==> config.mk <==
export PLATFORM = sky130hd
export DESIGN_NAME = drs_reset_seq
export DESIGN_NICKNAME = d
export VERILOG_FILES = /design/src/design/drs_nv_store.v /design/src/design/drs_reset_seq.v
export VERILOG_INCLUDE_DIRS = /design/src /design/src/design
export SDC_FILE = /design/constraint.sdc
export NUM_CORES = 1
export LEC_CHECK = 0
export BUFFER_PORTS_ARGS = -buffer_cell sky130_fd_sc_hd__buf_2
export CAP_MARGIN = 20
export CORE_ASPECT_RATIO = 0.6
export CORE_MARGIN = 3
export CORE_UTILIZATION = 57
export DETAILED_ROUTE_END_ITERATION = 8
export GPL_ROUTABILITY_DRIVEN = 1
export MAX_ROUTING_LAYER = met4
export PLACE_DENSITY = 0.74
export SLEW_MARGIN = 20
export SYNTH_ARGS = -nofsm -noshare
export SYNTH_HDL_FRONTEND = slang
export SYNTH_HIERARCHICAL = 1
export SYNTH_SLANG_ARGS = --single-unit
==> constraint.sdc <==
create_clock -name core_clk -period 5.2 [get_ports core_clk]
set_clock_uncertainty 0.15 [all_clocks]
set_input_delay 0.52 -clock core_clk [delete_from_list [all_inputs] [get_ports core_clk]]
set_output_delay 0.52 -clock core_clk [all_outputs]
set_load 0.05 [all_outputs]
==> src/design/drs_map.vh <==
// Purpose: constants for the display hardware reset sequencer
// Assumes: core clock of 125 MHz (8 ns period)
// Notes:   times are kept in their own unit; cycle counts derive from them
`ifndef DRS_MAP_VH
`define DRS_MAP_VH
`define DRS_CLK_MHZ          125
`define DRS_REJECT_US        5
`define DRS_ACCEPT_US        9
`define DRS_MIN_PULSE_US     10
`define DRS_LOAD_START_MS    5
`define DRS_REL_SLEEP_MS     5
`define DRS_REL_AWAKE_MS     120
`define DRS_BLANK_MS         120
// every time is a whole multiple of the clock period, so these counts are exact
`define DRS_REJECT_CYC       (`DRS_REJECT_US * `DRS_CLK_MHZ)
`define DRS_ACCEPT_CYC       (`DRS_ACCEPT_US * `DRS_CLK_MHZ)
`define DRS_GLITCH_CYC       (`DRS_REJECT_US * `DRS_CLK_MHZ)
`define DRS_REL_SLEEP_CYC    (`DRS_REL_SLEEP_MS * 1000 * `DRS_CLK_MHZ)
`define DRS_REL_AWAKE_CYC    (`DRS_REL_AWAKE_MS * 1000 * `DRS_CLK_MHZ)
`define DRS_BLANK_CYC        (`DRS_BLANK_MS * 1000 * `DRS_CLK_MHZ)
// pin sync lag comes off the release limit; slack lets the load fit after the blank
`define DRS_SYNC_LAG         4
`define DRS_LOAD_SLACK       8
// non-volatile image layout
`define DRS_NV_WORDS         16
`define DRS_NV_AW            4
`define DRS_NV_DW            8
`define DRS_NV_ID0           4'h0
`define DRS_NV_ID1           4'h1
`define DRS_NV_ID2           4'h2
`define DRS_NV_CEL           4'h3
`endif

==> src/design/drs_nv_store.v <==
// Purpose: small non-volatile settings image, read through a register
// Assumes: contents fixed at build time by parameters
// Notes:   one-cycle read latency
`timescale 1ns/1ns
module drs_nv_store #(
  parameter AW   = 4,
  parameter DW   = 8,
  parameter [7:0] ID0  = 8'h5A, // arbitrary value
  parameter [7:0] ID1  = 8'h3C, // arbitrary value
  parameter [7:0] ID2  = 8'h01, // arbitrary value
  parameter [7:0] CEL  = 8'h20
)(
  input  wire          core_clk,
  input  wire [AW-1:0] rd_addr,
  output reg  [DW-1:0] rd_data
);
  // constant image, other words carry plain defaults
  function [DW-1:0] img;
    input [AW-1:0] a;
    begin
      case (a)
        0:       img = ID0[DW-1:0];
        1:       img = ID1[DW-1:0];
        2:       img = ID2[DW-1:0];
        3:       img = CEL[DW-1:0];
        default: img = {{(DW-AW){1'b0}}, a};
      endcase
    end
  endfunction

  // registered read data
  always @(posedge core_clk)
  begin
    rd_data <= img(rd_addr);
  end
endmodule // drs_nv_store

==> src/design/drs_reset_seq.v <==
// Summary of operation
// - ignore reset pulses under 5 us, full reset beyond 9 us; host holds 10 us.
// - glitch filter stays active during a valid reset pulse.
// - release loads id bytes, electrode level and settings from storage; the code loads only the id bytes and electrode level.
// - settings load repeats every release, starting within 5 ms of rising edge; after an awake reset the load waits for the blank to end.
// - release from low-power state completes within 5 ms.
// - release from awake state completes within 120 ms.
// - reset while awake runs a blanking sequence of at most 120 ms.
// - reset while in low-power state keeps display blank throughout.
// - afterwards all state returns to hardware-reset defaults.
//
// Purpose: hardware reset filter and release sequencer of a display controller
// Assumes: hw_reset_line_n is asynchronous; sleep_state comes from core logic
// Notes:   a threshold between 5 and 9 us is used (reject_cyc parameter)
`timescale 1ns/1ns
`include "drs_map.vh"
module drs_reset_seq #(
  parameter integer REJECT_CYC  = `DRS_REJECT_CYC,
  parameter integer GLITCH_CYC  = `DRS_GLITCH_CYC,
  parameter integer SLEEP_CYC   = `DRS_REL_SLEEP_CYC,
  parameter integer AWAKE_CYC   = `DRS_REL_AWAKE_CYC,
  parameter integer BLANK_CYC   = `DRS_BLANK_CYC,
  parameter integer CW          = 24
)(
  input  wire                  core_clk,
  input  wire                  rst,
  input  wire                  hw_reset_line_n,
  input  wire                  sleep_state,
  output reg                   core_reset,
  output reg                   display_blank,
  output reg                   release_busy,
  output reg                   load_busy,
  output reg  [7:0]            id_byte0,
  output reg  [7:0]            id_byte1,
  output reg  [7:0]            id_byte2,
  output reg  [7:0]            common_electrode_level,
  output reg                   sleep_default
);
  localparam [5:0] S_RUN   = 6'b00_0001;
  localparam [5:0] S_QUAL  = 6'b00_0010;
  localparam [5:0] S_BLANK = 6'b00_0100;
  localparam [5:0] S_HELD  = 6'b00_1000;
  localparam [5:0] S_LOAD  = 6'b01_0000;
  localparam [5:0] S_WAIT  = 6'b10_0000;

  // end points of the counted spans; release is timed from the pin edge,
  // so the sync lag is taken off, and the blank ends early enough that
  // the storage load still fits inside the awake limit
  localparam integer SLEEP_END = SLEEP_CYC - `DRS_SYNC_LAG;
  localparam integer AWAKE_END = AWAKE_CYC - `DRS_SYNC_LAG;
  localparam integer BLANK_END = BLANK_CYC - `DRS_LOAD_SLACK;

  reg [1:0]               sync_pipe;
  reg [5:0]               state;
  reg [CW-1:0]            low_cnt;
  reg [CW-1:0]            high_cnt;
  reg [CW-1:0]            rel_cnt;
  reg [CW-1:0]            blank_cnt;
  reg                     was_awake;
  reg [`DRS_NV_AW-1:0]    nv_addr;
  reg [`DRS_NV_AW-1:0]    nv_addr_q;
  reg                     nv_valid;
  wire [`DRS_NV_DW-1:0]   nv_data;
  wire                    line_low;

  // saturating increment, shared by all counters
  function [CW-1:0] inc_sat;
    input [CW-1:0] v;
    begin
      inc_sat = (&v) ? v : v + {{(CW-1){1'b0}}, 1'b1};
    end
  endfunction

  // two flops before any logic reads the pin
  always @(posedge core_clk)
  begin
    if (rst)
      sync_pipe <= 2'b11;
    else
      sync_pipe <= {sync_pipe[0], hw_reset_line_n};
  end
  assign line_low = ~sync_pipe[1];

  drs_nv_store #(
    .AW (`DRS_NV_AW),
    .DW (`DRS_NV_DW)
  ) u_nv (
    .core_clk (core_clk),
    .rd_addr  (nv_addr),
    .rd_data  (nv_data)
  );

  // main sequencer
  always @(posedge core_clk)
  begin
    if (rst)
    begin
      state         <= S_RUN;
      low_cnt       <= {CW{1'b0}};
      high_cnt      <= {CW{1'b0}};
      rel_cnt       <= {CW{1'b0}};
      blank_cnt     <= {CW{1'b0}};
      was_awake     <= 1'b0;
      nv_addr       <= {`DRS_NV_AW{1'b0}};
      nv_addr_q     <= {`DRS_NV_AW{1'b0}};
      nv_valid      <= 1'b0;
      core_reset    <= 1'b0;
      display_blank <= 1'b0;
      release_busy  <= 1'b0;
      load_busy     <= 1'b0;
      id_byte0      <= 8'h00;
      id_byte1      <= 8'h00;
      id_byte2      <= 8'h00;
      common_electrode_level <= 8'h00;
      sleep_default <= 1'b1;
    end
    else
    begin
      case (state)
        S_RUN:
        begin
          low_cnt <= {CW{1'b0}};
          // outside reset the mode follows the core; reset forces low power
          sleep_default <= sleep_state;
          if (line_low)
            state <= S_QUAL;
        end
        S_QUAL:
        begin
          if (!line_low)
            state <= S_RUN;
          else if (low_cnt >= REJECT_CYC[CW-1:0])
          begin
            // awake reset blanks; sleep stays blank
            core_reset    <= 1'b1;
            display_blank <= 1'b1;
            release_busy  <= 1'b1;
            was_awake     <= ~sleep_state;
            blank_cnt     <= {CW{1'b0}};
            high_cnt      <= {CW{1'b0}};
            rel_cnt       <= {CW{1'b0}};
            state         <= sleep_state ? S_HELD : S_BLANK;
          end
          low_cnt <= inc_sat(low_cnt);
        end
        S_BLANK:
        begin
          blank_cnt <= inc_sat(blank_cnt);
          // release time runs from the pin edge, even while blanking
          if (line_low)
          begin
            high_cnt <= {CW{1'b0}};
            rel_cnt  <= {CW{1'b0}};
          end
          else
          begin
            high_cnt <= inc_sat(high_cnt);
            rel_cnt  <= inc_sat(rel_cnt);
          end
          if (blank_cnt >= BLANK_END[CW-1:0])
            state <= S_HELD;
        end
        S_HELD:
        begin
          // short highs inside a valid pulse are ignored
          if (line_low)
          begin
            high_cnt <= {CW{1'b0}};
            rel_cnt  <= {CW{1'b0}};
          end
          else
          begin
            high_cnt <= inc_sat(high_cnt);
            rel_cnt  <= inc_sat(rel_cnt);
          end
          if (!line_low && high_cnt >= GLITCH_CYC[CW-1:0])
          begin
            // load begins once the pin has stayed high GLITCH_CYC cycles; rel_cnt keeps counting
            nv_addr   <= `DRS_NV_ID0;
            nv_valid  <= 1'b0;
            load_busy <= 1'b1;
            state     <= S_LOAD;
          end
        end
        S_LOAD:
        begin
          // copy id bytes and electrode level
          rel_cnt   <= inc_sat(rel_cnt);
          nv_addr_q <= nv_addr;
          nv_valid  <= 1'b1;
          if (nv_addr != `DRS_NV_CEL)
            nv_addr <= nv_addr + {{(`DRS_NV_AW-1){1'b0}}, 1'b1};
          if (nv_valid)
          begin
            case (nv_addr_q)
              `DRS_NV_ID0: id_byte0 <= nv_data;
              `DRS_NV_ID1: id_byte1 <= nv_data;
              `DRS_NV_ID2: id_byte2 <= nv_data;
              `DRS_NV_CEL: common_electrode_level <= nv_data;
              default:     id_byte0 <= id_byte0;
            endcase
            if (nv_addr_q == `DRS_NV_CEL)
            begin
              load_busy <= 1'b0;
              state     <= S_WAIT;
            end
          end
          // a new low pulse restarts the held phase; costs a reload
          if (line_low)
          begin
            high_cnt  <= {CW{1'b0}};
            rel_cnt   <= {CW{1'b0}};
            load_busy <= 1'b0;
            state     <= S_HELD;
          end
        end
        S_WAIT:
        begin
          // sleep release within 5 ms; awake within 120 ms
          rel_cnt <= inc_sat(rel_cnt);
          if (line_low)
          begin
            high_cnt <= {CW{1'b0}};
            rel_cnt  <= {CW{1'b0}};
            state    <= S_HELD;
          end
          else if (rel_cnt >= (was_awake ? AWAKE_END[CW-1:0] : SLEEP_END[CW-1:0]))
          begin
            core_reset    <= 1'b0;
            display_blank <= 1'b0;
            release_busy  <= 1'b0;
            sleep_default <= 1'b1;
            state         <= S_RUN;
          end
        end
        default:
          state <= S_RUN;
      endcase
    end
  end
endmodule // drs_reset_seq

Word-level counts from Yosys, hierarchy flattened
Cells that the tools add are included.
{ "totals": {"reg_bits": 152, "wordCells": 136, "out_inout_bits": 37, "input_bits": 4} }
{ "classes": {"n_addsub": 5, "muxes": 45, "magnitude_cmp": 4, "n_eq_ne": 30, "n_reduce_logical": 32, "n_bitwise": 2} }
{ "op_table": {"columns": ["cell", "count"], "rows": [
  ["24-bit 2-to-1 mux", 10],
  ["24-bit one-hot mux with 2 select lines", 3],
  ["24-bit by 1-bit adder with 24-bit output, second input constant", 4],
  ["24-bit AND reduction", 4],
  ["24-bit one-hot mux with 3 select lines", 1],
  ["6-bit 2-to-1 mux", 10],
  ["24-bit by 10-bit greater-or-equal comparator with 1-bit output, second input constant", 2],
  ["6-bit one-hot mux with 6 select lines", 1],
  ["7-bit one-hot mux with 4 select lines", 1],
  ["24-bit greater-or-equal comparator", 1],
  ["24-bit greater-or-equal comparator, second input constant", 1],
  ["2-bit != test, second input constant", 11],
  ["3-bit AND reduction", 7],
  ["3-bit != test, second input constant", 6],
  ["4-bit by 2-bit == test with 1-bit output, second input constant", 4],
  ["4-bit 2-to-1 mux", 3],
  ["4-bit AND reduction", 3],
  ["2-bit nonzero test", 6],
  ["1-bit 2-to-1 mux", 11],
  ["5-bit AND reduction", 2],
  ["4-bit by 1-bit == test with 1-bit output, second input constant", 2],
  ["4-bit logical NOT", 2],
  ["1-bit one-hot mux with 2 select lines", 4],
  ["4-bit one-hot mux with 2 select lines", 1],
  ["15 further kinds", 18]
]} }

Longest topological paths before layout
{ "depth": {"depth_word": 5, "mapped_depth": 11, "mapped_depth_nobuf": 8} }

Modules after synthesis
The synthesis kept the hierarchy.
{ "by_module_without_submodules": {"columns": ["module", "seq_area_each_um2", "instances", "cells_per_inst", "area_each_um2"], "rows": [
  ["drs_reset_seq", 2982.9, 1, 910, 7697.4],
  ["drs_nv_store", 140.1, 1, 20, 221.5]
]} }

Least setup slack after synthesis
OpenSTA, ideal clock, no wires.
{ "synth_path": {"path_kind": "reg-to-reg", "startpoint": "register high_cnt[1]", "endpoint": "register state[0]", "synth_period_minus_slack_ps": 2291, "setup_time_ps": 71, "setup_slack_ps": 2909, "path_buffers": 0, "path_stages_with_launch": 9, "arrival_ps": 2070, "required_time_ps": 4979, "path_cell_list": "dfxtp_1 > inv_1 > ha_1 > or4b_2 > a41oi_1 > o2bb2ai_1 > or2_2 > and4_1 > o21bai_1"} }
{ "synth_via": {"elab_chain_len": 4} }
{ "synth_lines": {"columns": ["item", "line_no", "source"], "rows": [
  ["start: declaration", "drs_reset_seq.v:56", "reg [CW-1:0] high_cnt;"],
  ["start signal: assignment", "drs_reset_seq.v:100", "high_cnt <= {CW{1'b0}};"],
  ["start signal: assignment", "drs_reset_seq.v:140", "high_cnt <= {CW{1'b0}};"],
  ["start signal: assignment", "drs_reset_seq.v:152", "high_cnt <= {CW{1'b0}};"],
  ["24-bit by 10-bit greater-or-equal comparator with 1-bit output", "drs_reset_seq.v:176", "if (!line_low && high_cnt >= GLITCH_CYC[CW-1:0])"],
  ["1-bit logical AND", "drs_reset_seq.v:176", null],
  ["2-bit != test (no source line)", null, null],
  ["7-bit AND reduction (no source line)", null, null],
  ["end signal: assignment", "drs_reset_seq.v:142", "state <= sleep_state ? S_HELD : S_BLANK;"],
  ["end: declaration", "drs_reset_seq.v:54", "reg [5:0] state;"]
]} }
Every way passes these cells.
A chain may end at the register's enable or synchronous reset.

Worst setup path in the final report
{ "layout_path": {"startpoint": "register sync_pipe[1]", "endpoint": "register high_cnt[9]"} }
{ "layout_via": {"elab_chain_len": 2, "word_cells_on_any_way": 6, "classes_between": "eq/ne (3); mux (2); reduce/logical (1)"} }
{ "layout_lines": {"columns": ["item", "line_no", "source"], "rows": [
  ["start: declaration", "drs_reset_seq.v:53", "reg [1:0] sync_pipe;"],
  ["start signal: assignment", "drs_reset_seq.v:80", "sync_pipe <= {sync_pipe[0], hw_reset_line_n};"],
  ["3-bit != test (no source line) (tied with other cells)", null, null],
  ["5-bit AND reduction (no source line) or 24-bit one-hot mux with 3 select lines (tied branches)", null, null]
]} }
Several ways; a longest one is shown, not always the timed one.

==> out/qor.csv <==
stage,metric,value,unit
cells_and_area,post-layout util,0.6648,
setup_path,startpoint types,flip-flop,
synth,post-synthesis simple-gate area fraction,0.2855,
timing,setup TNS,0,ps
synth,post-synthesis cell area,7919,µm²
placed_design,Placer Congestion,0.8933,
timing,RSZ-0062 raised after global routing,false,
cts,Post-CTS Hold Fix Bufs,0,
setup_path,CP max FO,13,
setup_path,CP peak stage delay,630,ps
cells_and_area,"commonest non-fill, non-tap cell in the layout",dfxtp_1,
timing,Tmin final,3331,ps
timing,Final Hold Vio Count,0,
placed_design,dpl cells,1101,
cells_and_area,Fill cells,1100,
route,Residual DRC,0,
floorplanning,Core Box Area,13210,µm²
synth,asr flop ratio synth,0,
timing,Finish-stage setup viols,0,
cts,CTS sink cnt,156,
timing,setup slack after layout,1869,ps
placed_design,HPWL Detailed,14030,µm
timing,Final Cycle Share,0.6406,
setup_path,Setup crit end kind,flip-flop,
synth,ys flop type,dfxtp_1,
floorplanning,die height,97.30,µm
global_routing,GRT overflow,0,
global_routing,vias in the first global route,6886,
cts,"Reg clk slew, reported paths",70,ps
route,WL per Instance,17.84,µm
cts,total CTS buffers,17,
timing,Slew Limit Fails,0,
cts,clock latency on the worst-skew pair,430,ps
synth,syn avg cell area,8.515,µm²
synth,"EDFF count, synth",0,
setup_path,WP data required,5370,ps
power,PD cells,304.3,nW/µm²
route,DR iter-0 viols,635,
synth,YS warnings,6,
cells_and_area,Layout area overhead,10.92,%
cells_and_area,Multi-input gate area,4516,µm²
cells_and_area,register area,3123,µm²
run,max cap viols,0,
cts,CTS root buffer,clkbuf_16,
global_routing,All-Layer GR Usage,0.2723,
power,LEAKAGE,3.162,nW
cells_and_area,Layout Cells excl Fill,1134,
floorplanning,io pins,41,
setup_path,Crit Path Class,reg -> reg,
power,Worst VDD drop,0.1810,mV
route,WL final,20230,µm
timing,Slew HR,0.3772,
global_routing,initial antenna violation count,0,
cts,CTS Buffer Depth,2,
cells_and_area,Layout Nets,979,
cts,htree depth,4,
cts,TritonCTS clock tree,done,
cells_and_area,"leading cell types in the layout, fill and taps excluded","dfxtp_1, nor2_1, a21oi_1",
setup_path,crit path DAT,3500,ps
synth,post-synthesis mux area share,0.04171,
floorplanning,DIE WIDTH,158.2,µm
cells_and_area,layout cell share with drive strength beyond 1,0.1027,
route,post-route ant nets,0,
synth,synthesized flop and latch total,156,
route,Via density,6.499,
synth,synth unique cells,65,
floorplanning,row cnt,32,
synth,Post-Synth XOR/XNOR Area,0.03207,
outcome,outcome,finished clean,
cts,Post-CTS Setup Bufs,0,
min_path,Hold Path Class,in -> reg,
synth,sequential cell area fraction in the yosys report,0.3944,
route,Via Count,7370,
cts,PostCTS Resize Cnt,0,
floorplanning,die area,15390,µm²
cells_and_area,diode count,0,
setup_path,WP buf/inv,0,
synth,adder-cell share of the synthesized area,0.03792,
route,first-pass iteration count of the detailed router,5,
synth,Synth Area in Compound Gates,0.1716,
timing,Fmax,0.3002,GHz
global_routing,pin count of the biggest net entering global routing,67,
synth,largest family of logic cells by synthesized area,simple AND/OR/NAND/NOR gates,
floorplanning,Initial Util,0.5993,
placed_design,Port Buf Inserts,40,
timing,Slew @ Worst Pin,932.3,ps
synth,Cells after Synth,930,
global_routing,first-pass GRT wire length,33970,µm
placed_design,"worst slack, placed",1982,ps
setup_path,cells along the critical path,"nor3b_1, and3_1, nand4_1, nand2_1, nor2_1, a311oi_1",
setup_path,critical path's slowest cell,nor3b_1,
synth,post-synth net total,958,
setup_path,"delay-heaviest family, CP",simple AND/OR/NAND/NOR gates,
==> cell usage after synthesis, types with 11 or more instances <==
cell	count	area [µm²]
dfxtp_1	156	3123
nor2_1	85	319.1
a21oi_1	73	365.4
nand2_1	66	247.7
o21ai_0	48	240.2
nand3_1	40	200.2
mux2i_1	33	330.3
nand4_1	32	200.2
or3_1	30	187.7
clkbuf_1	27	101.4
and3_1	26	162.7
ha_1	24	300.3
or4_1	23	172.7
inv_1	21	78.83
nor3_1	21	105.1
xor2_1	21	183.9
o211ai_1	17	127.6
and4_1	14	122.6
o31ai_1	13	97.59
nor4_1	12	75.07
buf_2	11	55.05
==> power breakdown <==
part           switching [W]  total [W]  leakage [nW]  internal [W]
Sequential         0.0000129    0.00122          1.26       0.00120
Clock               0.000563    0.00129         0.297      0.000727
Combinational       0.000124   0.000166          1.61     0.0000417
==> final cells by class <==
| type | instances | area share |
|---|---|---|
| well taps | 170 | 0.02422 |
| repair buffers | 47 | 0.02877 |
| clock buffers | 17 | 0.04843 |
| multi-input cells | 708 | 0.5141 |
| inverters | 21 | 0.008974 |
| flip-flops and latches | 156 | 0.3556 |
| clock inverters | 15 | 0.01994 |
==> state kept, by name (all words and copies together), names as in the netlist, 6 cells and up <==
register / cells
blank_cnt: 24
common_electrode_level: 8
high_cnt: 24
id_byte0: 8
id_byte1: 8
id_byte2: 8
low_cnt: 24
rel_cnt: 24
state: 6
u_nv/rd_data: 7
==> cell families after synthesis <==
group	after synthesis
and+or+nand+nor	405
AOI/OAI and AO/OA	216
DFF	156
buffers and inverters	66
muxes	33
xor gates and xnor gates	29
adders and majority gates	24
other	1
==> final timing paths <==
check	from	to	slack, ps	cells past startpoint
max	sync_pipe[1]$_SDFF_PP1_	high_cnt[9]$_SDFFE_PP0P_	1870	6
min	hw_reset_line_n	sync_pipe[0]$_SDFF_PP1_	130	2
max reg2reg	sync_pipe[1]$_SDFF_PP1_	high_cnt[9]$_SDFFE_PP0P_	1870	6
min reg2reg	sync_pipe[0]$_SDFF_PP1_	sync_pipe[1]$_SDFF_PP1_	280	1
==> metal layers <==
| layer | share of wire | vias up | global-route usage |
|---|---|---|---|
| li1 | - | 3522 | - |
| met1 | 0.49 | 3587 | 0.3853 |
| met2 | 0.45 | 228 | 0.4059 |
| met3 | 0.052 | 33 | 0.04762 |
| met4 | 0.014 | 0 | 0.06609 |
| met5 | 0 | - | - |
==> per-stage QoR <==
stage / power, W / hold WS (ps) / area, µm²
6_report: 0.002673 / 134.2 / 8783
2_1_floorplan: 0.001371 / 239.5 / 7919
5_1_grt: 0.002758 / 125.2 / 8783
4_1_cts: 0.002674 / 128.5 / 8768
3_5_place_dp: 0.001405 / 251.9 / 8168
3_3_place_gp: 0.001400 / 269.3 / 8168
Note: power is estimated with default switching activity, not from simulation.
